===== config.mk =====
export PLATFORM = sky130hd
export DESIGN_NAME = host_bus_request_decoder
export DESIGN_NICKNAME = d
export VERILOG_FILES = /design/src/include/host_decode_pkg.sv /design/src/logic/host_bus_request_decoder.sv
export VERILOG_INCLUDE_DIRS = /design/src /design/src/include
export SDC_FILE = /design/constraint.sdc
export NUM_CORES = 1
export LEC_CHECK = 0
export BUFFER_PORTS_ARGS = -buffer_cell sky130_fd_sc_hd__buf_2
export CORE_UTILIZATION = 48
export DETAILED_ROUTE_END_ITERATION = 10
export PLACE_DENSITY = 0.78
export SLEW_MARGIN = 20
export SYNTH_ARGS = -nofsm -noshare
export SYNTH_HDL_FRONTEND = slang
export SYNTH_SLANG_ARGS = --single-unit

===== constraint.sdc =====
create_clock -name mclk -period 4.8 [get_ports mclk]
set_input_delay 0.48 -clock mclk [delete_from_list [all_inputs] [get_ports mclk]]
set_output_delay 0.48 -clock mclk [all_outputs]
set_load 0.05 [all_outputs]

===== src/include/host_decode_regs.svh =====
`ifndef HOST_DECODE_REGS_SVH
`define HOST_DECODE_REGS_SVH

// first-phase request codes (logical level, bus inversion removed at the pins)
`define CODE_A_DEFER_REPLY 5'h00
`define CODE_A_RDINV       5'h02
`define CODE_A_CODE_RD     5'h04
`define CODE_A_WRITEBACK   5'h05
`define CODE_A_DATA_RD     5'h06
`define CODE_A_MEM_WR      5'h07
`define CODE_A_INTA_SPEC   5'h08
`define CODE_A_BTM         5'h09
`define CODE_A_IO_RD       5'h10
`define CODE_A_IO_WR       5'h11

// second-phase codes
`define CODE_B_INTA        5'h00
`define CODE_B_SPEC_LOW    3'h1

// field positions and legal values
`define ASIZE_MSB          4
`define ASIZE_LSB          3
`define ASIZE_32BIT        2'h0
`define LEN_8B           2'h0
`define LEN_16B          2'h1
`define LEN_32B          2'h2
`define BE_ALL           8'hFF

// response status codes
`define RESP_RETRY         3'h1
`define RESP_DEFER         3'h2
`define RESP_NO_DATA       3'h5
`define RESP_NORMAL_DATA   3'h7

// quadword index of the bridge configuration address/data ports
`define CFG_IO_QWORD     13'h019F

`endif


===== src/include/host_decode_pkg.sv =====
package host_decode_pkg;

  typedef enum logic [3:0] {
    K_INTA, K_SPECIAL, K_BTM, K_IO_RD, K_IO_WR,
    K_RDINV, K_CODE_RD, K_DATA_RD, K_WRITEBACK, K_MEM_WR
  } kind_t;

  typedef enum logic [2:0] {
    T_DRAM, T_PCI_MEM, T_PCI_IO, T_CFG, T_LOCAL
  } target_t;

  typedef struct packed {
    kind_t       kind;
    target_t     target;
    logic [31:3] addr;
    logic [1:0]  len;
    logic [7:0]  be;
    logic [7:0]  subtype;
    logic        lock;
  } entry_t;

endpackage : host_decode_pkg


===== src/logic/host_bus_request_decoder.sv =====
`timescale 1ns/1ns
`include "host_decode_regs.svh"
module host_bus_request_decoder #(
  parameter int          IOQ_DEPTH = 4,
  parameter logic [31:3] DRAM_TOP  = 29'h0100_0000
) (
  input  wire logic        mclk,
  input  wire logic        arst_n,
  input  wire logic        req_valid,
  output logic             req_ready,
  output logic             req_claimed,
  input  wire logic [4:0]  request_code_first_phase,
  input  wire logic [4:0]  request_code_second_phase,
  input  wire logic [31:3] req_addr,
  input  wire logic [7:0]  byte_lane_enables,
  input  wire logic [7:0]  second_phase_address_subtype,
  input  wire logic        req_lock,
  output logic             cmd_valid,
  input  wire logic        cmd_ready,
  output host_decode_pkg::kind_t   cmd_kind,
  output host_decode_pkg::target_t cmd_target,
  output logic [31:3]      cmd_addr,
  output logic [1:0]       cmd_len,
  output logic [7:0]       cmd_be,
  output logic [7:0]       cmd_subtype,
  input  wire logic        pci_busy,
  input  wire logic        dram_busy,
  input  wire logic        defer_enable,
  output logic             resp_valid,
  output logic [2:0]       response_status_code,
  input  wire logic        defer_reply_valid,
  output logic             defer_reply_ready,
  input  wire logic [31:3] defer_reply_addr,
  input  wire logic        pci_dram_wr_valid,
  output logic             pci_dram_wr_ready,
  input  wire logic        pci_dram_rd_valid,
  output logic             pci_dram_rd_ready,
  input  wire logic [31:3] pci_snoop_addr,
  output logic             issue_valid,
  input  wire logic        issue_ready,
  output logic [4:0]       issue_code,
  output logic [31:3]      issue_addr
);

  localparam int PW = $clog2(IOQ_DEPTH);

  function automatic logic is_mem_code(input logic [4:0] c);
    return c inside {`CODE_A_RDINV, `CODE_A_CODE_RD, `CODE_A_WRITEBACK,
                     `CODE_A_DATA_RD, `CODE_A_MEM_WR};
  endfunction : is_mem_code

  function automatic logic is_pci(input host_decode_pkg::target_t t);
    return t inside {host_decode_pkg::T_PCI_MEM, host_decode_pkg::T_PCI_IO};
  endfunction : is_pci

  // decode of the incoming request, both phases present together
  wire logic [4:0] code_a   = request_code_first_phase;
  wire logic [4:0] code_b   = request_code_second_phase;
  wire logic       len_ok   = (code_b[1:0] != `LEN_16B) && (code_b[1:0] != 2'h3);
  // only 32-bit addressing is decoded for memory codes; a wider size field on a memory code is left unclaimed
  wire logic       asize_ok = (code_a[`ASIZE_MSB:`ASIZE_LSB] == `ASIZE_32BIT);
  wire logic       in_dram  = (req_addr < DRAM_TOP);
  wire logic       cfg_hit  = (req_addr[15:3] == `CFG_IO_QWORD);
  wire logic       is_inta  = (code_a == `CODE_A_INTA_SPEC) && (code_b == `CODE_B_INTA);
  wire logic       is_spec  = (code_a == `CODE_A_INTA_SPEC) && (code_b[2:0] == `CODE_B_SPEC_LOW);
  wire logic       is_btm   = (code_a == `CODE_A_BTM) && (code_b == `CODE_B_INTA);
  wire logic       is_io    = (code_a == `CODE_A_IO_RD) || (code_a == `CODE_A_IO_WR);
  wire logic       is_mem   = is_mem_code(code_a) && asize_ok;
  wire logic       code_ok  = code_a != 5'h01 && code_a != 5'h03;
  // reserved combinations never reach the queue
  wire logic       valid_c  = is_inta || is_spec || is_btm ||
                              ((is_io || is_mem) && len_ok && code_ok);

  host_decode_pkg::kind_t   dec_kind;
  host_decode_pkg::target_t dec_target;

  always_comb begin
    dec_kind   = host_decode_pkg::K_MEM_WR;
    dec_target = in_dram ? host_decode_pkg::T_DRAM
                         : host_decode_pkg::T_PCI_MEM;
    if (is_inta) begin
      dec_kind   = host_decode_pkg::K_INTA;
      dec_target = host_decode_pkg::T_PCI_IO;
    end else if (is_spec) begin
      dec_kind   = host_decode_pkg::K_SPECIAL;
      dec_target = host_decode_pkg::T_LOCAL;
    end else if (is_btm) begin
      dec_kind   = host_decode_pkg::K_BTM;
      dec_target = host_decode_pkg::T_LOCAL;
    end else if (is_io) begin
      dec_kind   = (code_a == `CODE_A_IO_RD) ? host_decode_pkg::K_IO_RD
                                           : host_decode_pkg::K_IO_WR;
      dec_target = cfg_hit ? host_decode_pkg::T_CFG
                           : host_decode_pkg::T_PCI_IO;
    end else begin
      unique case (code_a)
        `CODE_A_RDINV:     dec_kind = host_decode_pkg::K_RDINV;
        `CODE_A_CODE_RD:   dec_kind = host_decode_pkg::K_CODE_RD;
        `CODE_A_DATA_RD:   dec_kind = host_decode_pkg::K_DATA_RD;
        `CODE_A_WRITEBACK: begin
          dec_kind   = host_decode_pkg::K_WRITEBACK;
          dec_target = host_decode_pkg::T_DRAM;
        end
        default:         dec_kind = host_decode_pkg::K_MEM_WR;
      endcase
    end
  end

  // in-order queue: pipelined requests wait here until completed in turn
  host_decode_pkg::entry_t ioq_q [IOQ_DEPTH];
  logic [PW-1:0] wr_ptr_q;
  logic [PW-1:0] rd_ptr_q;
  logic [PW:0]   count_q;
  host_decode_pkg::entry_t head;
  host_decode_pkg::entry_t new_entry;

  wire logic empty = (count_q == '0);
  wire logic full  = (count_q == (PW+1)'(IOQ_DEPTH));

  assign req_ready   = !full;
  assign req_claimed = req_valid && valid_c;
  wire logic push    = req_claimed && !full;

  always_comb begin
    new_entry.kind    = dec_kind;
    new_entry.target  = dec_target;
    new_entry.addr    = req_addr;
    // a 32-byte line always carries every lane
    new_entry.len     = code_b[1:0];
    new_entry.be      = (code_b[1:0] == `LEN_32B) ? `BE_ALL
                                                  : byte_lane_enables;
    new_entry.subtype = second_phase_address_subtype;
    new_entry.lock    = req_lock;
  end

  assign head = ioq_q[rd_ptr_q];

  // response selection at the head
  wire logic head_rd   = head.kind inside {host_decode_pkg::K_RDINV,
                         host_decode_pkg::K_CODE_RD, host_decode_pkg::K_DATA_RD,
                         host_decode_pkg::K_IO_RD, host_decode_pkg::K_INTA};
  wire logic lock_rd   = head.lock && head_rd && head.target == host_decode_pkg::T_DRAM;
  // writebacks sit in DRAM so the retry term can never catch them
  wire logic retry_now = !empty && ((pci_busy && is_pci(head.target)) ||
                         (dram_busy && lock_rd));
  wire logic defer_now = defer_enable && is_pci(head.target) &&
                         (head_rd || head.kind == host_decode_pkg::K_IO_WR);
  wire logic no_data   = !head_rd || head.kind == host_decode_pkg::K_BTM;
  // retry outranks defer: a busy resource must not be promised a later reply
  wire logic [2:0] resp_sel = retry_now ? `RESP_RETRY :
                              defer_now ? `RESP_DEFER :
                              no_data   ? `RESP_NO_DATA : `RESP_NORMAL_DATA;

  assign cmd_valid   = !empty && !retry_now;
  assign cmd_kind    = head.kind;
  assign cmd_target  = head.target;
  assign cmd_addr    = head.addr;
  assign cmd_len     = head.len;
  // branch trace data is dropped: lanes shown empty
  assign cmd_be      = (head.kind == host_decode_pkg::K_BTM) ? 8'h00 : head.be;
  assign cmd_subtype = head.subtype;
  wire logic pop     = !empty && (retry_now || cmd_ready);

  always_ff @(posedge mclk) begin
    if (push) begin
      ioq_q[wr_ptr_q] <= new_entry;
    end
  end

  always_ff @(posedge mclk or negedge arst_n) begin
    if (!arst_n) begin
      wr_ptr_q <= '0;
      rd_ptr_q <= '0;
      count_q  <= '0;
    end else begin
      if (push) begin
        wr_ptr_q <= (wr_ptr_q == PW'(IOQ_DEPTH - 1)) ? '0 : wr_ptr_q + 1'b1;
      end
      if (pop) begin
        rd_ptr_q <= (rd_ptr_q == PW'(IOQ_DEPTH - 1)) ? '0 : rd_ptr_q + 1'b1;
      end
      count_q <= count_q + (PW+1)'(push) - (PW+1)'(pop);
    end
  end

  always_ff @(posedge mclk or negedge arst_n) begin
    if (!arst_n) begin
      resp_valid           <= 1'b0;
      response_status_code <= 3'h0;
    end else begin
      resp_valid           <= pop;
      response_status_code <= pop ? resp_sel : 3'h0;
    end
  end

  // outgoing transactions driven by this device; deferred reply first so
  // the processor's pending transaction is not starved by snoop traffic
  wire logic slot_free = !issue_valid || issue_ready;
  assign defer_reply_ready = slot_free;
  assign pci_dram_wr_ready = slot_free && !defer_reply_valid;
  assign pci_dram_rd_ready = slot_free && !defer_reply_valid && !pci_dram_wr_valid;

  always_ff @(posedge mclk or negedge arst_n) begin
    if (!arst_n) begin
      issue_valid <= 1'b0;
      issue_code  <= 5'h00;
      issue_addr  <= '0;
    end else if (slot_free) begin
      issue_valid <= defer_reply_valid || pci_dram_wr_valid || pci_dram_rd_valid;
      if (defer_reply_valid) begin
        issue_code <= `CODE_A_DEFER_REPLY;
        issue_addr <= defer_reply_addr;
      end else if (pci_dram_wr_valid) begin
        issue_code <= `CODE_A_RDINV;
        issue_addr <= pci_snoop_addr;
      end else if (pci_dram_rd_valid) begin
        issue_code <= `CODE_A_DATA_RD;
        issue_addr <= pci_snoop_addr;
      end
    end
  end
endmodule : host_bus_request_decoder


==> results.ini, run 1 <==
[sta]
tns_ns=0
maxSlewViolCount=0
finalWorstSetupSlack_ns=0.958
fin_worst_skew_ns=0.0128
tightest_slew_ns=1.02
timing.final.crit_share_pct=80.0
rsz0062_at_grt=false
timing.fmax_mhz=260
slew_headroom_pct=31.9
min_period_ns=3.84
fin_worst_hold_slack_ns=0.116
finalHoldViolCount=0
setup_viol=0

[critical_path]
crit_fanout=24
required_ns=5.20
cp_num_buf_inv=2
crit_cells=11
critical_path.slowest_cell=dfrtp_4
crit_type=reg2reg
start_kind=flip-flop
crit_chain=mux4_1 -> or3_1 -> a2111o_1 -> a31oi_4 -> ha_1 -> inv_1 -> ha_1 -> inv_1 -> fa_1 -> xnor2_1 -> xnor2_1
path_delay_family=adder cells
cp-end-kind=flip-flop
max_stage_delay_ns=0.75
critical_path_arrival_ns=4.24
reg2regPathDepth=11
r2r_slack_ns=0.96

[synthesis]
synth_commonest_cells=220 x edfxtp_1, 54 x mux4_2, 43 x dfrtp_1
yosysMostFrequentCell=edfxtp_1
synth-async-reset-ratio_pct=16.3
synth_top_area_share_pct=63.4
synth.avg_cell_area_um2=18.9
synth_area_leaders=edfxtp_1 63%, mux4_2 12%, dfrtp_1 10%
yosys_register_bits=263
synth-edff-count=220
yosysSeqAreaShare_pct=73.7
yosys.cell_types.count=53
synth_area_leader_cell=edfxtp_1
postSynthCellCount=553
syn_area_um2=10400
synth-main-ff-cell=edfxtp_1
yosysWarnings=0

[floorplanning]
die_width_um=149
num_rows=53
die_area_um2=22300
ios=224
coreArea_um2=21200
die_height_um=149
initial_core_util_pct=49.3

[cells_and_area]
fill_cells=1560
drive_above_1_share_pct=41.8
final_core_util_pct=60.2
fin_cells=1079
fin_area_um2=12700
syn_to_final_growth_pct=22.1
final_nets=917

[clock_network]
cts_resized=0
hold_buffers=0
cts_made_buffers=27
cts_root_buffer=clkbuf_16
cts_setup_buffers=0
cts.clk_slew.worst_paths_ns=0.06
htree_levels=1
tritoncts=built
worstSkewPairLatency_ns=0.52
cts.sinks=263
clock_path_buffers=3

[drt]
wl_mm=21.0
dr.first_iter.drc_count=321
wire_per_inst_um=19.5
drc=0
dr.pass1.iters=4
vias=5783
via_per_inst=5.36
antenna_left=0

[outcome]
status=finished, final reports clean

[power_and_ir_drop]
power_frac_seq_pct=38.0
p_per_area_nw_per_um2=573
p_leak_nw=4.74
share_comb_of_total_power_pct=35.7
p_int_mw=4.57
p_sw_mw=2.74
switching_share_pct=37.5
finalPower_mw=7.30
p_clk_share_pct=26.3
irDropWorstVdd_v=0.000434

[worst_hold_path]
hold_class=in2async

[place]
portBuffers=220
dp_hpwl_mm=14.3
preCtsSetupSlack_ns=0.934
place_inst=1029
place_area_um2=11900
place_congestion=0.813

[global_route]
antenna_found_initial=3
grt_max_degree=61
first_global_vias=5734
grt_util_all_layers_pct=19.1
grt_pass1_wl_mm=31.7
gr-total-overflow=0

[job]
maxCapViolCount=0

-- power by group through the flow --
stage | Clock (mW) | Combinational [mW] | Sequential [mW]
6_report | 1.92 | 2.60 | 2.78
5_1_grt | 2.05 | 2.74 | 2.80
4_1_cts | 1.97 | 2.63 | 2.78
3_5_place_dp | 0 | 2.61 | 2.82
3_3_place_gp | 0 | 2.60 | 2.82
2_1_floorplan | 0 | 1.94 | 2.90
-- cell families after synthesis --
family | after synthesis | share of synthesized area, %
DFF | 263 | 73.7
and+or+nand+nor | 96 | 4.74
muxes | 89 | 15.3
AOI/OAI and AO/OA | 52 | 3.16
buffers and inverters | 39 | 1.61
adders and majority gates | 8 | 1.03
xor gates and xnor gates | 5 | 0.420
other | 1 | 0.0360
-- path summary, 6_finish.rpt --
path | startpoint | endpoint
max | rd_ptr_q[0] | count_q[2]
min | arst_n | issue_addr[31]
max reg2reg | rd_ptr_q[0] | count_q[2]
min reg2reg | issue_addr[6] | issue_addr[6]
max in group asynchronous | arst_n | rd_ptr_q[0]
min in group mclk | req_addr[16] | ioq_q[3][32]
-- state kept, by name, summed over array words and instances (netlist names) --
signal	flops
ioq_q	220
issue_addr	29
count_q	3
response_status_code	3
issue_code	2
rd_ptr_q	2
wr_ptr_q	2
issue_valid	1
resp_valid	1
-- metal layers --
| layer | global-route usage (%) | wire (um) | part of all wire (%) | vias to the layer above |
|---|---|---|---|---|
| met5 | 0 | 27 | 0.13 | - |
| met1 | 24.3 | 8180 | 39 | 2837 |
| met3 | 6.09 | 2140 | 10 | 33 |
| met4 | 4.95 | 394 | 1.9 | 4 |
| li1 | - | - | - | 2644 |
| met2 | 31.6 | 10300 | 49 | 265 |
-- layout by cell type (no fill, tap or decap), types with 3 or more instances in the layout --
cell,synthesis,routed
buf_2,2,220
edfxtp_1,220,220
mux4_2,54,54
dfrtp_1,43,41
nor2_1,38,37
a21oi_1,35,35
mux2i_1,29,29
clkbuf_16,0,27
nor2b_1,13,13
inv_1,12,12
nand2b_1,11,11
nor3_1,7,7
nand2_1,7,7
ha_1,7,7
clkbuf_1,16,5
clkinv_1,0,5
and2_2,0,4
clkinv_2,0,4
buf_12,0,4
xnor2_1,3,3
mux2_2,3,3
conb_1,1,3
clkbuf_8,0,3
-- final cells by class --
class,count,area [um^2],share of cell area [%]
Tap cell,275,344,2.70
Sequential cell,263,7690,60.4
Clock buffer,35,736,5.78
Inverter,12,45.0,0.354
Timing Repair Buffer,227,1220,9.61
Clock inverter,13,93.8,0.737
Multi-Input combinational cell,253,2600,20.4
Antenna cell,1,2.50,0.0197
(Power assumes the default switching activity.)
==> run 2: changes to the inputs <==
--- a/config.mk
+++ b/config.mk
@@ -9,7 +9,7 @@
 export BUFFER_PORTS_ARGS = -buffer_cell sky130_fd_sc_hd__buf_2
 export CORE_UTILIZATION = 48
 export DETAILED_ROUTE_END_ITERATION = 10
-export PLACE_DENSITY = 0.78
+export PLACE_DENSITY = 0.81
 export SLEW_MARGIN = 20
 export SYNTH_ARGS = -nofsm -noshare
 export SYNTH_HDL_FRONTEND = slang
==> constraint.sdc (replaced) <==
create_clock -name mclk -period 3.15 [get_ports mclk]
set_input_delay 0.315 -clock mclk [delete_from_list [all_inputs] [get_ports mclk]]
set_output_delay 0.315 -clock mclk [all_outputs]
set_load 0.05 [all_outputs]
==> run 2 against run 1 <==
- the run now ends with setup timing left
- cell area is 5.5% higher
- core utilization is 3.3 points higher
- critical path depth is 1 higher
- critical path type unchanged
- highest routed layer unchanged
==> results.ini, run 2 (same netlist as run 1, synthesis figures left out) <==
[outcome]
status=finished, violations left
failed_checks=setup timing

[floorplanning]
initial_core_util_pct=49.3  ; unchanged
die_area_um2=22300  ; unchanged
die_height_um=149  ; unchanged
die_width_um=149  ; unchanged
ios=224  ; unchanged
num_rows=53  ; unchanged
coreArea_um2=21200  ; unchanged

[critical_path]
startpoint=rd_ptr_q[0]
cp-end-kind=flip-flop
required_ns=3.56  ; -1.64 ns
crit_chain=buf_12 -> mux4_2 -> or3_4 -> a2111o_1 -> a31oi_4 -> ha_4 -> inv_2 -> ha_4 -> inv_2 -> fa_2 -> xnor2_2 -> xnor2_1
crit_type=reg2reg
worstReg2RegStart=rd_ptr_q[0]
start_kind=flip-flop
critical_path_arrival_ns=3.76  ; -0.48 ns
critical_path.slowest_cell=dfrtp_4
max_stage_delay_ns=0.49  ; -0.26 ns
crit_fanout=5  ; -79%

[sta]
maxSlewViolCount=0  ; unchanged
tightest_slew_ns=0.932  ; -0.0870 ns
setup_viol=3  ; +3
finalWorstSetupSlack_ns=-0.198  ; -1.16 ns
rsz0062_at_grt=true
slew_headroom_pct=37.8  ; +6.0 points
tns_ns=-0.343  ; -0.343 ns
timing.fmax_mhz=299  ; +15%
fin_worst_hold_slack_ns=0.0204  ; -0.0956 ns
timing.final.crit_share_pct=106  ; +26 points
fin_worst_skew_ns=0.0160  ; +0.00326 ns
finalHoldViolCount=0  ; unchanged
min_period_ns=3.35  ; -0.494 ns

[cells_and_area]
layout_common_cells=220 x buf_2, 220 x edfxtp_1, 55 x mux4_2, 41 x dfrtp_1, 37 x nor2_1
syn_to_final_growth_pct=28.9
drive_above_1_share_pct=43.8  ; +1.9 points
largestRegisters=ioq_q (220), issue_addr (29)
final_core_util_pct=63.5  ; +3.3 points
regArea_um2=7690  ; unchanged
fill_cells=1476  ; -5.4%
multi_input_area_um2=2640  ; +1.6%
final_nets=978  ; +6.7%
top_register=ioq_q
largest_reg_flops=220  ; unchanged

[place]
place_congestion=0.789  ; -2.8%
portBuffers=220  ; unchanged
dp_hpwl_mm=15.1  ; +5.6%

[drt]
dr.first_iter.drc_count=259  ; -19%
wire_per_inst_um=20.3  ; +4.2%
antenna_left=0  ; unchanged
drc=0  ; unchanged
vias=6089  ; +5.3%
via_per_inst=5.33  ; -0.60%
dr.pass1.iters=4  ; unchanged
wl_mm=23.2  ; +10%

[worst_hold_path]
hold_class=in2reg
hold_start=req_addr[27]

[global_route]
grt_pass1_wl_mm=34.4  ; +8.3%
met2_usage_pct=37.8  ; +6.2 points
grt_max_degree=61  ; unchanged
gr-total-overflow=0  ; unchanged
met3_usage_pct=7.06  ; +0.98 points
antenna_found_initial=6  ; +3
met1_usage_pct=23.7  ; -0.62 points
grt_util_all_layers_pct=20.9  ; +1.9 points
top_usage_layer=met2
first_global_vias=6134  ; +7.0%

[clock_network]
cts.sinks=263  ; unchanged
cts_root_buffer=clkbuf_16
htree_levels=1  ; unchanged
cts_made_buffers=27  ; unchanged
cts.clk_slew.worst_paths_ns=0.06  ; about the same
clock_path_buffers=3  ; unchanged
tritoncts=built
worstSkewPairLatency_ns=0.54  ; +0.02 ns

[job]
maxCapViolCount=0  ; unchanged

[power_and_ir_drop]
p_leak_nw=5.06  ; +6.8%
p_per_area_nw_per_um2=883  ; +54%
irDropWorstVdd_v=0.000602  ; +39%

==> run 2: cell types whose count changed in the layout (fill, tap and decap cells not counted), sizes merged <==
cell	before	now
dlygate4sd3	0	31
clkbuf	35	33
bufinv	1	5
buf	227	257
diode	1	4
clkinvlp	1	3
clkinv	9	5
==> run 2: area by class of cell <==
class,count,share of cell area (%)
Inverter,12,0.335
Clock buffer,33,5.20
Tap cell,275,2.56
Sequential cell,263,57.2
Antenna cell,4,0.0745
Multi-Input combinational cell,253,19.7
Timing Repair Buffer,288,13.3
Clock inverter,15,1.68
==> run 2: worst paths after layout <==
check                                 endpoint  slack (ns)  cells past startpoint
worst min-delay path              ioq_q[0][43]        0.02                      1
worst max-delay path                count_q[2]       -0.20                     12
max in group asynchronous          rd_ptr_q[0]        2.00                      2
min in group asynchronous       issue_addr[16]        0.46                      2
worst max register to register      count_q[2]       -0.20                     12
worst min register to register  issue_addr[21]        0.52                      2
==> run 2: worst max-delay path, delay by kind of cell, from the launching register on <==
kind                     cells  cell delay, ns
adder cells (fa/ha/maj)      3            0.72
AO/OA/AOI/OAI                2            0.63
flip-flops                   1            0.49
multiplexers                 1            0.43
AND/OR/NAND/NOR              1            0.40
XOR/XNOR                     2            0.29
buffers and inverters        3            0.25
==> run 2: metrics by stage <==
step / cells / instance area [um^2] / setup WS [ns] / power, mW
3_5_place_dp: 1057 / 12100 / -0.120 / 8.50
3_3_place_gp: 1057 / 12100 / -0.0720 / 8.46
4_1_cts: 1138 / 13400 / -0.0759 / 11.9
5_1_grt: 1141 / 13400 / -0.302 / 12.3
2_1_floorplan: 555 / 10400 / -0.295 / 7.38
6_report: 1143 / 13400 / -0.198 / 11.9
==> run 2: what timing repair did <==
action                                 CTS  global route
endpoints found under the hold margin  153             0
hold buffers                            31             0
pin swaps                                0             7
setup endpoints to repair                2             3
gates resized for setup                  2             8
buffers inserted                         2             1
==> run 2: routing by layer <==
layer  part of all wire (%)  vias up
li1                       -     2765
met1                     36     2997
met3                     10       36
met2                     51      289
met5                  0.043        -
met4                    1.8        2
==> run 2: report_power, final <==
group | switching [mW] | internal, mW
Sequential | 0.136 | 3.98
Clock | 1.30 | 2.00
Combinational | 2.94 | 1.50
